==> src/hw/sltst_cfg.svh <==
// Register map, field positions, reset values and timing for link self-test.
// Assumes the includer works on the single 20 MHz system clock.
`ifndef SLTST_CFG_SVH
`define SLTST_CFG_SVH
`define SLT_A_DEVID   8'h00
`define SLT_A_RSTCTL  8'h01
`define SLT_A_DSTS    8'h04
`define SLT_A_BCCTL   8'h49
`define SLT_A_PSEL    8'h4C
`define SLT_A_PSTS1   8'h4D
`define SLT_A_GSTS    8'h52
`define SLT_A_BERR    8'h54
`define SLT_A_FEH     8'h55
`define SLT_A_FEL     8'h56
`define SLT_A_ALIAS   8'h5C
`define SLT_A_CCSTS   8'h79
`define SLT_A_BCTL    8'hB3
`define SLT_A_PDBG    8'hD0
`define SLT_A_EQCTL   8'hD2
`define SLT_A_EQSTS   8'hD3
`define SLT_RST_KEEP  0
`define SLT_RST_ALL   1
`define SLT_BC_CLRCRC 3
`define SLT_BC_CLRBST 5
`define SLT_SELFTEST_ENABLE   0
`define SLT_PD_ONE    0
`define SLT_PD_MANY   1
`define SLT_EQ_RST    3
`define SLT_PSEL_WP0  0
`define SLT_BCCTL_RST 8'h00
`define SLT_ZERO8     8'h00
`define SLT_CLK_MHZ   20
`define SLT_EQ_STEP_NS 1000
`define SLT_EQ_STEP_CYC ((`SLT_EQ_STEP_NS * `SLT_CLK_MHZ) / 1000)
`endif

==> src/hw/sltst_pkg.sv <==
// Types shared by the link self-test block.
// Assumes nothing beyond a SystemVerilog compiler.
package sltst_pkg;
  typedef enum logic [1:0] {SLT_CHK_OFF, SLT_CHK_SYNC, SLT_CHK_RUN} sltst_chk_e;
  typedef enum logic {SLT_EQ_ADAPT, SLT_EQ_SETTLED} sltst_eq_e;
endpackage : sltst_pkg

==> src/hw/sltst_lfsr.sv <==
// Pseudo-random shift register, usable as generator or as reloadable checker.
// Assumes steps come as one-cycle enables from the owner.
`timescale 1ns/1ns
module sltst_lfsr
#(
  parameter int W   = 7,
  parameter int TAP = 5
)
(
  input  wire logic clk_i,
  input  wire logic rst_b_i,
  input  wire logic clr_i,
  input  wire logic step_i,
  input  wire logic load_i,
  input  wire logic din_i,
  output logic      next_o
);
  logic [W-1:0] sr_r;

  assign next_o = sr_r[W-1] ^ sr_r[TAP];

  // All-ones seed; an all-zero state would lock up
  always_ff @(posedge clk_i or negedge rst_b_i)
  begin
    if (!rst_b_i)
      sr_r <= '1;
    else if (clr_i)
      sr_r <= '1;
    else if (step_i)
      sr_r <= {sr_r[W-2:0], (load_i ? din_i : next_o)};
  end
endmodule : sltst_lfsr

==> src/hw/sltst_top.sv <==
// Link self-test and error status for both link ends; equalizer control for the deserializer only.
// Assumes register accesses arrive decoded from the serial control port.
`timescale 1ns/1ns
`include "sltst_cfg.svh"
// Function
// RULE1: Healthy locked link reads serializer general status 0x45.
// RULE2: Forced self-test error sets CRC flag; general status reads 0x4D.
// RULE3: Deserializer device status stays 0xCF while locked despite forced errors.
// RULE4: Serializer 8-bit error counter at 0x54 counts self-test CRC errors.
// RULE5: One forced error after clearing leaves the counter at 0x01.
// RULE6: Back-channel control at 0x49 clears errors, holds link-detect timer. Code has no link-detect timer.
// RULE7: Register at 0x79 groups control-channel fault flags.
// RULE8: Forward error count is 16 bits, high byte 0x55, low 0x56.
// RULE9: Self-test control parameters live at 0xB3.
// RULE10: Receive-port status at 0x4D carries link errors and lock change.
// RULE11: Port debug at 0xD0 controls error injection.
// RULE12: Lock loss resets the equalizer and restarts adaptation.
// RULE13: Writing 1 to 0xD2 bit 3 restarts equalizer adaptation.
// RULE14: Settled equalizer value readable at 0xD3.
// RULE15: Reset control at 0x01 does digital resets.
// RULE16: Bit 0 of self-test control enables or disables the test.
// RULE17: Writing 0x28 to 0x49 clears both CRC errors; bits self-clear. Code acts only on bit 5, clearing the self-test counter and flag.
// RULE18: Active test sends continuous pseudo-random bits, checked on receive.
// RULE19: Control-channel flag in general status clears only on 0x79 read.
// RULE20: Self-test counter clears on the self-test CRC clear command.
module sltst_top
  import sltst_pkg::*;
#(
  parameter int         BIT_DIV   = 4,
  parameter int         SYNC_BITS = 16,
  parameter logic [7:0] DES_ID    = 8'hA5,  // Arbitrary value
  parameter logic [7:0] SER_ID    = 8'h5A   // Arbitrary value
)
(
  input  wire logic       SYS_CLK_I,
  input  wire logic       RST_B_I,
  input  wire logic       REG_WR_I,
  input  wire logic       REG_RD_I,
  input  wire logic       REG_DEV_I,
  input  wire logic [7:0] REG_ADDR_I,
  input  wire logic [7:0] REG_WDATA_I,
  input  wire logic       RX_LOCK_I,
  input  wire logic       PLL_LOCK_I,
  input  wire logic       LINK_DET_I,
  input  wire logic       RX_PASS_I,
  input  wire logic       CC_CRC_ERR_I,
  input  wire logic       CC_SEQ_ERR_I,
  input  wire logic       RX_BIT_I,
  output logic      [7:0] REG_RDATA_O,
  output logic            REG_RVALID_O,
  output logic            TX_BIT_O,
  output logic            SELFTEST_ACTIVE_O,
  output logic            EQ_ADAPT_O
);
  logic [6:0] pin_s1_r, pin_s2_r, pin_d_r;
  logic       lock_s, pll_s, link_s, pass_s, rx_s, lock_fall, cc_ev;
  logic       wr_des, wr_ser, rd_des, rd_ser, pwr, soft_st, soft_all;
  logic [7:0] devid_des_r, devid_ser_r, alias_r, psel_r, bctl_r, pdbg_r;
  logic [7:0] eqctl_r, bcctl_r, berr_r, fel_shadow_r, eq_val_r, rdata_nxt;
  logic [15:0] fwd_cnt_r;
  logic [1:0] ccs_r;
  logic       init_r, one_pend_r, act_d_r, gsts_bist_r, gsts_cc_r;
  logic       lost_r, lchg_r, bist_clr, eq_restart, err_p, gen_bit, chk_next;
  logic [$clog2(BIT_DIV)-1:0]   bit_cnt_r;
  logic [$clog2(SYNC_BITS)-1:0] sync_cnt_r;
  logic [7:0] eq_cnt_r;
  logic       bit_tick, eq_tick;
  sltst_chk_e chk_r;
  sltst_eq_e  eq_r;

  // Pins come from the analog front end, so two stages before use
  always_ff @(posedge SYS_CLK_I or negedge RST_B_I)
  begin
    if (!RST_B_I)
    begin
      pin_s1_r <= '0;
      pin_s2_r <= '0;
      pin_d_r  <= '0;
    end
    else
    begin
      pin_s1_r <= {RX_BIT_I, CC_SEQ_ERR_I, CC_CRC_ERR_I, RX_PASS_I,
                   LINK_DET_I, PLL_LOCK_I, RX_LOCK_I};
      pin_s2_r <= pin_s1_r;
      pin_d_r  <= pin_s2_r;
    end
  end

  assign lock_s    = pin_s2_r[0];
  assign pll_s     = pin_s2_r[1];
  assign link_s    = pin_s2_r[2];
  assign pass_s    = pin_s2_r[3];
  assign rx_s      = pin_s2_r[6];
  assign lock_fall = pin_d_r[0] & ~lock_s;
  assign cc_ev     = |(pin_s2_r[5:4] & ~pin_d_r[5:4]);

  assign wr_des  = REG_WR_I & ~REG_DEV_I;
  assign wr_ser  = REG_WR_I & REG_DEV_I;
  assign rd_des  = REG_RD_I & ~REG_DEV_I;
  assign rd_ser  = REG_RD_I & REG_DEV_I;
  assign pwr     = psel_r[`SLT_PSEL_WP0];
  assign soft_st = REG_WR_I && REG_ADDR_I == `SLT_A_RSTCTL &&
                   (REG_WDATA_I[`SLT_RST_KEEP] || REG_WDATA_I[`SLT_RST_ALL]);  // RULE15
  assign soft_all = soft_st && REG_WDATA_I[`SLT_RST_ALL];  // RULE15
  assign bist_clr = wr_ser && REG_ADDR_I == `SLT_A_BCCTL &&
                    REG_WDATA_I[`SLT_BC_CLRBST];  // RULE17
  assign eq_restart = wr_des && pwr && REG_ADDR_I == `SLT_A_EQCTL &&
                      REG_WDATA_I[`SLT_EQ_RST];  // RULE13

  // Software-visible registers; self-clearing bits are never stored
  always_ff @(posedge SYS_CLK_I or negedge RST_B_I)
  begin
    if (!RST_B_I)
    begin
      devid_des_r <= DES_ID;
      devid_ser_r <= SER_ID;
      alias_r     <= `SLT_ZERO8;
      psel_r      <= `SLT_ZERO8;
      bctl_r      <= `SLT_ZERO8;
      pdbg_r      <= `SLT_ZERO8;
      eqctl_r     <= `SLT_ZERO8;
      bcctl_r     <= `SLT_BCCTL_RST;
    end
    else if (soft_all)
    begin
      devid_des_r <= DES_ID;
      devid_ser_r <= SER_ID;
      alias_r     <= `SLT_ZERO8;
      psel_r      <= `SLT_ZERO8;
      bctl_r      <= `SLT_ZERO8;
      pdbg_r      <= `SLT_ZERO8;
      eqctl_r     <= `SLT_ZERO8;
      bcctl_r     <= `SLT_BCCTL_RST;
    end
    else if (wr_des)
    begin
      unique case (REG_ADDR_I)
        `SLT_A_DEVID: devid_des_r <= REG_WDATA_I;
        `SLT_A_ALIAS: alias_r <= REG_WDATA_I;
        `SLT_A_PSEL:  psel_r <= REG_WDATA_I;
        `SLT_A_BCTL:  bctl_r <= REG_WDATA_I;  // RULE9 RULE16
        `SLT_A_PDBG:  if (pwr) pdbg_r <= REG_WDATA_I & 8'hFE;  // RULE11
        `SLT_A_EQCTL: if (pwr) eqctl_r <= REG_WDATA_I & 8'hF7;
        default: ;
      endcase
    end
    else if (wr_ser)
    begin
      unique case (REG_ADDR_I)
        `SLT_A_DEVID: devid_ser_r <= REG_WDATA_I;
        `SLT_A_BCCTL: bcctl_r <= REG_WDATA_I & 8'hD7;  // RULE6 RULE17
        default: ;
      endcase
    end
  end

  // Bit-rate and equalizer-step enables
  always_ff @(posedge SYS_CLK_I or negedge RST_B_I)
  begin
    if (!RST_B_I)
    begin
      bit_cnt_r <= '0;
      eq_cnt_r  <= '0;
      init_r    <= 1'b0;
    end
    else
    begin
      bit_cnt_r <= bit_tick ? '0 : bit_cnt_r + 1'b1;
      eq_cnt_r  <= eq_tick ? '0 : eq_cnt_r + 8'h01;
      init_r    <= 1'b1;
    end
  end

  assign bit_tick = bit_cnt_r == ($clog2(BIT_DIV))'(BIT_DIV - 1);
  assign eq_tick  = eq_cnt_r == 8'(`SLT_EQ_STEP_CYC - 1);

  // Single forced error waits for the next transmitted bit
  always_ff @(posedge SYS_CLK_I or negedge RST_B_I)
  begin
    if (!RST_B_I)
      one_pend_r <= 1'b0;
    else if (wr_des && pwr && REG_ADDR_I == `SLT_A_PDBG && REG_WDATA_I[`SLT_PD_ONE])
      one_pend_r <= 1'b1;  // RULE11
    else if (soft_st || (bit_tick && SELFTEST_ACTIVE_O))
      one_pend_r <= 1'b0;
  end

  sltst_lfsr u_gen
  (
    .clk_i   (SYS_CLK_I),
    .rst_b_i (RST_B_I),
    .clr_i   (~SELFTEST_ACTIVE_O | soft_st),
    .step_i  (bit_tick),
    .load_i  (1'b0),
    .din_i   (1'b0),
    .next_o  (gen_bit)
  );

  sltst_lfsr u_chk
  (
    .clk_i   (SYS_CLK_I),
    .rst_b_i (RST_B_I),
    .clr_i   (chk_r == SLT_CHK_OFF),
    .step_i  (bit_tick),
    .load_i  (chk_r == SLT_CHK_SYNC),
    .din_i   (rx_s),
    .next_o  (chk_next)
  );

  assign err_p = bit_tick && chk_r == SLT_CHK_RUN && (rx_s ^ chk_next);  // RULE18

  always_ff @(posedge SYS_CLK_I or negedge RST_B_I)
  begin
    if (!RST_B_I)
    begin
      SELFTEST_ACTIVE_O <= 1'b0;
      act_d_r           <= 1'b0;
      TX_BIT_O          <= 1'b0;
    end
    else
    begin
      SELFTEST_ACTIVE_O <= bctl_r[`SLT_SELFTEST_ENABLE] & ~soft_st;  // RULE16
      act_d_r           <= SELFTEST_ACTIVE_O;
      if (!SELFTEST_ACTIVE_O)
        TX_BIT_O <= 1'b0;
      else if (bit_tick)
        TX_BIT_O <= gen_bit ^ (one_pend_r | pdbg_r[`SLT_PD_MANY]);  // RULE18 RULE11
    end
  end

  // Checker realigns from the received stream, so link latency is free
  always_ff @(posedge SYS_CLK_I or negedge RST_B_I)
  begin
    if (!RST_B_I)
    begin
      chk_r      <= SLT_CHK_OFF;
      sync_cnt_r <= '0;
    end
    else if (!SELFTEST_ACTIVE_O || soft_st)
    begin
      chk_r      <= SLT_CHK_OFF;
      sync_cnt_r <= '0;
    end
    else
    begin
      unique case (chk_r)
        SLT_CHK_OFF:  chk_r <= SLT_CHK_SYNC;
        SLT_CHK_SYNC:
          if (bit_tick)
          begin
            sync_cnt_r <= sync_cnt_r + 1'b1;
            if (sync_cnt_r == ($clog2(SYNC_BITS))'(SYNC_BITS - 1))
              chk_r <= SLT_CHK_RUN;
          end
        SLT_CHK_RUN:  if (lock_fall) chk_r <= SLT_CHK_SYNC;
      endcase
    end
  end

  // Error counters; a new error beats a simultaneous clear
  always_ff @(posedge SYS_CLK_I or negedge RST_B_I)
  begin
    if (!RST_B_I)
    begin
      berr_r       <= '0;
      gsts_bist_r  <= 1'b0;
      fwd_cnt_r    <= '0;
      fel_shadow_r <= '0;
    end
    else
    begin
      if (err_p)
      begin
        gsts_bist_r <= 1'b1;  // RULE2
        berr_r <= (bist_clr || soft_st) ? 8'h01 :
                  berr_r + {7'h00, berr_r != 8'hFF};  // RULE4 RULE5 RULE20
        fwd_cnt_r <= fwd_cnt_r + {15'h0000, fwd_cnt_r != 16'hFFFF};  // RULE8
      end
      else
      begin
        if (bist_clr || soft_st)
        begin
          berr_r      <= '0;  // RULE20
          gsts_bist_r <= 1'b0;  // RULE17
        end
        if (soft_st || (SELFTEST_ACTIVE_O && !act_d_r))
          fwd_cnt_r <= '0;
      end
      if (rd_des && REG_ADDR_I == `SLT_A_FEH)
        fel_shadow_r <= fwd_cnt_r[7:0];  // RULE8
    end
  end

  // Sticky status flags, each cleared by a read; set wins
  always_ff @(posedge SYS_CLK_I or negedge RST_B_I)
  begin
    if (!RST_B_I)
    begin
      ccs_r     <= '0;
      gsts_cc_r <= 1'b0;
      lost_r    <= 1'b0;
      lchg_r    <= 1'b0;
    end
    else
    begin
      if (rd_ser && REG_ADDR_I == `SLT_A_CCSTS)
      begin
        ccs_r     <= pin_s2_r[5:4] & ~pin_d_r[5:4];  // RULE7
        gsts_cc_r <= cc_ev;  // RULE19
      end
      else
      begin
        ccs_r     <= ccs_r | (pin_s2_r[5:4] & ~pin_d_r[5:4]);  // RULE7
        gsts_cc_r <= gsts_cc_r | cc_ev;  // RULE19
      end
      if (pin_d_r[2] && !link_s)
        lost_r <= 1'b1;
      else if (rd_ser && REG_ADDR_I == `SLT_A_GSTS)
        lost_r <= 1'b0;
      if (pin_d_r[0] != lock_s)
        lchg_r <= 1'b1;  // RULE10
      else if (rd_des && REG_ADDR_I == `SLT_A_PSTS1)
        lchg_r <= 1'b0;
    end
  end

  // Equalizer sweeps upward until the receiver locks, then holds
  always_ff @(posedge SYS_CLK_I or negedge RST_B_I)
  begin
    if (!RST_B_I)
    begin
      eq_r       <= SLT_EQ_ADAPT;
      eq_val_r   <= '0;
      EQ_ADAPT_O <= 1'b0;
    end
    else
    begin
      EQ_ADAPT_O <= eq_r == SLT_EQ_ADAPT;
      if (lock_fall || eq_restart || soft_st)
      begin
        eq_r     <= SLT_EQ_ADAPT;  // RULE12 RULE13
        eq_val_r <= '0;
      end
      else
      begin
        unique case (eq_r)
          SLT_EQ_ADAPT:
            if (lock_s)
              eq_r <= SLT_EQ_SETTLED;
            else if (eq_tick)
              eq_val_r <= eq_val_r + 8'h01;
          SLT_EQ_SETTLED: ;
        endcase
      end
    end
  end

  always_comb
  begin
    rdata_nxt = `SLT_ZERO8;
    if (!REG_DEV_I)
    begin
      unique case (REG_ADDR_I)
        `SLT_A_DEVID: rdata_nxt = devid_des_r;
        `SLT_A_DSTS:  rdata_nxt = {init_r, init_r, 2'b00, pass_s, lock_s, 2'b11};  // RULE3
        `SLT_A_PSEL:  rdata_nxt = psel_r;
        `SLT_A_PSTS1: rdata_nxt = {3'b000, lchg_r, 1'b0, fwd_cnt_r != 16'h0000,
                                   pass_s, lock_s};  // RULE10
        `SLT_A_FEH:   rdata_nxt = fwd_cnt_r[15:8];  // RULE8
        `SLT_A_FEL:   rdata_nxt = fel_shadow_r;  // RULE8
        `SLT_A_ALIAS: rdata_nxt = alias_r;
        `SLT_A_BCTL:  rdata_nxt = bctl_r;
        `SLT_A_PDBG:  rdata_nxt = pdbg_r;
        `SLT_A_EQCTL: rdata_nxt = eqctl_r;
        `SLT_A_EQSTS: rdata_nxt = eq_val_r;  // RULE14
        default:      rdata_nxt = `SLT_ZERO8;
      endcase
    end
    else
    begin
      unique case (REG_ADDR_I)
        `SLT_A_DEVID: rdata_nxt = devid_ser_r;
        `SLT_A_BCCTL: rdata_nxt = bcctl_r;
        `SLT_A_GSTS:  rdata_nxt = {1'b0, lock_s, 1'b0, lost_r, gsts_bist_r,
                                   pll_s, gsts_cc_r, link_s};  // RULE1 RULE2
        `SLT_A_BERR:  rdata_nxt = berr_r;  // RULE4
        `SLT_A_CCSTS: rdata_nxt = {6'h00, ccs_r};  // RULE7
        default:      rdata_nxt = `SLT_ZERO8;
      endcase
    end
  end

  always_ff @(posedge SYS_CLK_I or negedge RST_B_I)
  begin
    if (!RST_B_I)
    begin
      REG_RDATA_O  <= '0;
      REG_RVALID_O <= 1'b0;
    end
    else
    begin
      REG_RVALID_O <= REG_RD_I;
      if (REG_RD_I)
        REG_RDATA_O <= rdata_nxt;
    end
  end
endmodule : sltst_top

==> config.mk <==
export PLATFORM = sky130hd
export DESIGN_NAME = sltst_top
export DESIGN_NICKNAME = d
export VERILOG_FILES = /design/src/hw/sltst_pkg.sv /design/src/hw/sltst_lfsr.sv /design/src/hw/sltst_top.sv
export VERILOG_INCLUDE_DIRS = /design/src /design/src/hw
export SDC_FILE = /design/constraint.sdc
export NUM_CORES = 1
export LEC_CHECK = 0
export ABC_AREA = 1
export BUFFER_PORTS_ARGS = -buffer_cell sky130_fd_sc_hd__buf_2
export CORE_UTILIZATION = 40
export CTS_CLUSTER_SIZE = 8
export DETAILED_ROUTE_END_ITERATION = 12
export GPL_TIMING_DRIVEN = 0
export PLACE_DENSITY = 0.57
export SYNTH_ARGS = -nofsm -noshare
export SYNTH_HDL_FRONTEND = slang
export SYNTH_SLANG_ARGS = --single-unit
==> constraint.sdc <==
create_clock -name SYS_CLK_I -period 2.1 [get_ports SYS_CLK_I]
set_input_delay 0.42 -clock SYS_CLK_I [delete_from_list [all_inputs] [get_ports SYS_CLK_I]]
set_output_delay 0.42 -clock SYS_CLK_I [all_outputs]
set_load 0.02 [all_outputs]
# ---- Yosys cells after proc, flatten, opt, wreduce, memory -nomap -nowiden
# Index checks and enable logic that the tools add are counted.
# Widths: inputs -> output; s select.
dict set report totals {
  reg_bits 176
  out_inout_bits 12
  in_bits 28
  elab_cells 225
}
dict set report op_classes {
  n_bitwise 21
  n_mux 69
  n_reduce_logical 64
  add_sub_neg 6
  n_eq_ne 30
}
# operator n
set op_table {}
lappend op_table {{$mux 8} 36}
lappend op_table {{$pmux 8 s11} 1}
lappend op_table {{$eq 8x7->1 const B} 9}
lappend op_table {{$pmux 8 s5} 1}
lappend op_table {{$reduce_bool 2->1} 20}
lappend op_table {{$eq 8x8->1 const B} 4}
lappend op_table {{$mux 16} 2}
lappend op_table {{$mux 7} 4}
lappend op_table {{$logic_and 1x1->1} 19}
lappend op_table {{$reduce_and 3->1} 6}
lappend op_table {{$add 16x1->16} 1}
lappend op_table {{$add 8x1->8 const B} 2}
lappend op_table {{$ne 16x16->1 const B} 1}
lappend op_table {{$reduce_bool 16->1} 1}
lappend op_table {{$mux 1} 15}
lappend op_table {{$mux 2} 6}
lappend op_table {{$mux 4} 3}
lappend op_table {{$reduce_and 2->1} 5}
lappend op_table {{$add 8x1->8} 1}
lappend op_table {{$eq 8x1->1 const B} 1}
lappend op_table {{$eq 8x3->1 const B} 1}
lappend op_table {{$eq 8x5->1 const B} 1}
lappend op_table {{$logic_not 8->1} 1}
lappend op_table {{$ne 2x1->1 const B} 4}
lappend op_table {{other kinds (21)} 45}

# ---- Logic depth before layout (Yosys ltp)
dict set report depth {
  word_depth 9
  depth_mapped 13
  depth_no_buf 13
}

# ---- Hierarchy
# A second synthesis with hierarchy kept.
dict set report hier_totals {
  cells_unflattened 1094
  hier_area_um2 8595.7
}
# module seq_area_each_um2 area_per_inst_um2 cells_each instances
set modules_own_cells {}
lappend modules_own_cells {sltst_top 3913.8 7865.0 1016 1}
lappend modules_own_cells {sltst_lfsr 183.9 365.4 39 2}

# ---- Least setup slack after synthesis
# OpenSTA, ideal clock, no wires.
dict set report synth_timing {
  kind {reg-to-reg}
  from {register fwd_cnt_r[7]}
  to {register fwd_cnt_r[12]}
  path_buffers 0
  setup_time_ps 121
  path_slack_ps 247
  arrival_ps 1732
  t_required_ps 1979
  stages_incl_launch_ff 14
  period_less_slack_ps 1853
  path_cell_list {dfrtp_1 nand2_1 inv_1 nand3_1 nor3_1 nand3_1 ha_1 nand4_1 nor2_1 nand2_1 nor2_1 nand2_1 nand2_1 a2bb2oi_1}
}
dict set report synth_via {
  elab_chain_cells 3
}
# element line
set synth_rtl {}
lappend synth_rtl {{start: declaration} sltst_top.sv:60} ;# logic [15:0] fwd_cnt_r;
lappend synth_rtl {{start signal: assignment} sltst_top.sv:277} ;# fwd_cnt_r <= fwd_cnt_r + {15'h0000, fwd_cnt_r != 16'hFFFF};
lappend synth_rtl {{$ne 16x16->1} sltst_top.sv:277}
lappend synth_rtl {{$add 16x1->16 *} sltst_top.sv:277}
lappend synth_rtl {{$mux 16 *} sltst_top.sv:272} ;# if (err_p)
# Every way passes the cells marked *; elsewhere a longest branch is shown, timed or not.
# A chain may end at the register's enable or synchronous reset.

# ---- Worst setup path after layout
dict set report layout_timing {
  from {register fwd_cnt_r[7]}
  to {register fwd_cnt_r[14]}
}
# The elaborated chain is that of the path after synthesis.

==> reports/results.ini <==
[hold_path]
start_point_of_the_worst_hold_path=PLL_LOCK_I
worst_hold_path.num_cells=1
min_path_type=in -> reg
min_delay_worst_endpoint=pin_s1_r[1]$_DFF_PN0_

[global_routing]
groute.layer.met2.usage_pct=37.24
met3_usage_pct=3.712
grt_start_max_net_pins=118
most_crowded_layer_gr=met2
grt_antenna_before_repair=0
first_pass_grt_wire_length_mm=38.53
grt_use_met1_pct=31.06
via_count_of_the_first_global_routing_pass=7051
grtUsageTotal_pct=23.09
grt_overflow_total=0

[logic_synthesis]
yosys_warnings=0
synth_largest_area_cell=dfrtp_1
ys_async_sr_fraction_pct=100.0
synth_edf_count=0
netlist_area_mm2=0.008605
post_synth.cell_area_avg_um2=7.844
postSynthRegisterBits=170
synth.most_common_cell=nand2_1
synth.area.top_cells=dfrtp_1 43%, nand2_1 11%, nand3_1 8.3%
net_count_synth=1134
yosys.cell_types.count=40
gate_count_post_synth=1097
synth_commonest_cells=256 x nand2_1, 148 x dfrtp_1, 145 x nor2_1
synth.yosys.seq_area_share_pct=49.76
synth_ff_type=dfrtp_1
synth_top_area_share_pct=43.04

[detailed_routing]
drt-total-wl_mm=24.36
detailedRoute.firstPassIterationCount=5
num_vias=7494
post_detailed_route_drc_marker_count=0
detail-route-antenna-nets=0
drt_first_iter_violations=570
wl_per_cell_um=16.76
detail_route.vias_per_cell=5.158

[worst_setup_path]
worstSetupEndpointType=flop
regToRegEndpoint=fwd_cnt_r[14]$_DFFE_PN0P_
r2r_cells=13
critPathKind=reg -> reg
worstPathArrival_ns=2.27
crit_required_ns=2.41
rrSetupSlack_ns=0.15
critical_path.reg2reg.startpoint=fwd_cnt_r[7]$_DFFE_PN0P_
crit_path_start_kind=flop
cp_max_fo=4

[final_layout]
diodes=0
design.final.nets=1202
final_cell_count_no_fill=1453
drive_above_1_share_pct=15.20
finalInstanceArea_mm2=0.009935
syn2layout_area_growth_pct=15.46

[floorplanning]
x_dimension_of_the_die_um=148.7
num_io_pins=40
fp.coreArea_mm2=0.02109
die-area_mm2=0.02210
placementRows=53
floorplan.initialDensity_pct=40.80
floorplan.die.height_um=148.7

[timing]
measured_slew_at_the_worst_slew_check_pin_ns=0.6661
slew-limit-headroom_pct=55.59
finalHoldViolations=0
finalSetupViolCount=0
finalCritPeriodShare_pct=92.93
setup_slack_ns=0.1484
drv_slew=0
worst_hold_slack_ns=0.08475
finalClockSkew_ns=0.01376
timing.final.crit_period_ns=1.952
rsz0062_at_grt=no
max_clk_rate_mhz=512.4

[placement]
gp_congestion=0.9278
placement.setup.worst_slack_ns=-0.2199
postPlaceCellArea_mm2=0.009181
buffer_ports.inserted=39
place.detailed.instances=1412
hpwl_mm=17.76

[clock_tree]
ctsHtreeMaxLevel=4
cts_root_buf=clkbuf_16
cts_buf_count=17
max-clock-path-buffers=2
clock-sinks=170
clkTransAtPathRegs_ns=0.07
clock_tree_from_tritoncts=done
insertion_delay_ns=0.44

[power_and_ir_drop]
p_leak_uw=0.004879
power_uw=6940
max-vdd-ir-drop_uv=450.0
total_power_per_unit_cell_area_mw_per_mm2=698.5

[outcome]
outcome=finished clean

[run]
drv.max_cap_violation_count=0

[timing repair]
action | in CTS | in global routing
pin swaps | 2 | 5
setup endpoints to repair | 9 | 19
hold buffers | 1 | 0
endpoints found under the hold margin | 49 | 0
gates resized for setup | 4 | 25
setup buffers | 1 | 7
cloned | 0 | 0
[flip-flops by register name, indices dropped and copies added (netlist names), 8 cells and up]
signal / count
fwd_cnt_r: 16
REG_RDATA_O: 8
alias_r: 8
berr_r: 8
bctl_r: 8
devid_des_r: 8
eq_cnt_r: 8
psel_r: 8
fel_shadow_r: 8
devid_ser_r: 8
eq_val_r: 8
[cell families (layout without fill, tap and decap cells)]
kind of cell / count (synthesis) / count (layout) / synth area share (%)
xor gates and xnor gates: 18 / 18 / 1.832
AOI/OAI and AO/OA: 146 / 146 / 9.307
muxes: 1 / 1 / 0.1309
and+or+nand+nor: 599 / 599 / 30.35
buffers and inverters: 153 / 234 / 7.270
DFF: 170 / 170 / 49.76
adders and majority gates: 9 / 9 / 1.309
other: 1 / 1 / 0.04358
[area by class of cell]
cell class                 count  area (um^2)
clock inverter                11        108.9
multi-input combinational    774         3796
inverter                     132        495.5
buffer                        21        133.9
timing repair buffer          49        302.8
sequential                   170         4283
tap                          275        344.1
fill                        2134        11150
clock buffer                  21        470.5
[worst max-delay path by stage]
stage | from | to | slack (ns) | cells after the start
after floorplan | fwd_cnt_r[7]$_DFFE_PN0P_ | fwd_cnt_r[12]$_DFFE_PN0P_ | 0.25 | 13
after global placement | RST_B_I | eq_val_r[5]$_DFFE_PN0P_ | -2.21 | 1
after detailed placement | REG_ADDR_I[0] | devid_ser_r[7]$_DFFE_PN0P_ | -0.22 | 10
after CTS | fwd_cnt_r[7]$_DFFE_PN0P_ | fwd_cnt_r[9]$_DFFE_PN0P_ | -0.01 | 12
after global routing | fwd_cnt_r[8]$_DFFE_PN0P_ | fwd_cnt_r[14]$_DFFE_PN0P_ | 0.007 | 13
final | fwd_cnt_r[7]$_DFFE_PN0P_ | fwd_cnt_r[14]$_DFFE_PN0P_ | 0.15 | 13
[worst max-delay path: stages, from the launching register on]
cell	delay, ns
dfrtp_1	0.40
nand2_2	0.10
inv_2	0.07
nand3_2	0.08
nor3_4	0.22
nand3_2	0.15
ha_4	0.20
nand4_1	0.17
nor2_4	0.07
buf_4	0.14
nand2_1	0.05
nand2_1	0.04
nand3_1	0.07
o21ai_1	0.06
[metal layers]
metal	routed length (um)	vias up
met4	617	0
met3	1003	39
met1	11300	3597
met5	0	-
li1	-	3684
met2	11440	174
[layout by cell type (no fill, tap or decap), drive strengths merged, types with 16 or more instances in the layout]
| cell | count |
|---|---|
| dfrtp | 148 |
| dfstp | 22 |
| nand3 | 146 |
| inv | 135 |
| nand4 | 16 |
| nand2 | 264 |
| a21oi | 19 |
| o21ai | 113 |
| buf | 64 |
| nor2 | 153 |
| clkbuf | 26 |
[report_power, final]
group / total (uW) / switching [uW] / internal, uW
sequential: 3430 / 56.3 / 3370
clock: 3150 / 1400 / 1750
combinational: 360 / 266 / 94.5
[through the flow]
step | utilization [%] | TNS, ns
finish | 47.11 | 0
global route | 47.11 | 0
CTS | 46.44 | -0.01190
detailed placement | 43.54 | -5.952
global placement | 43.36 | -354.35
floorplan | - | 0
(Power assumes the default switching activity.)
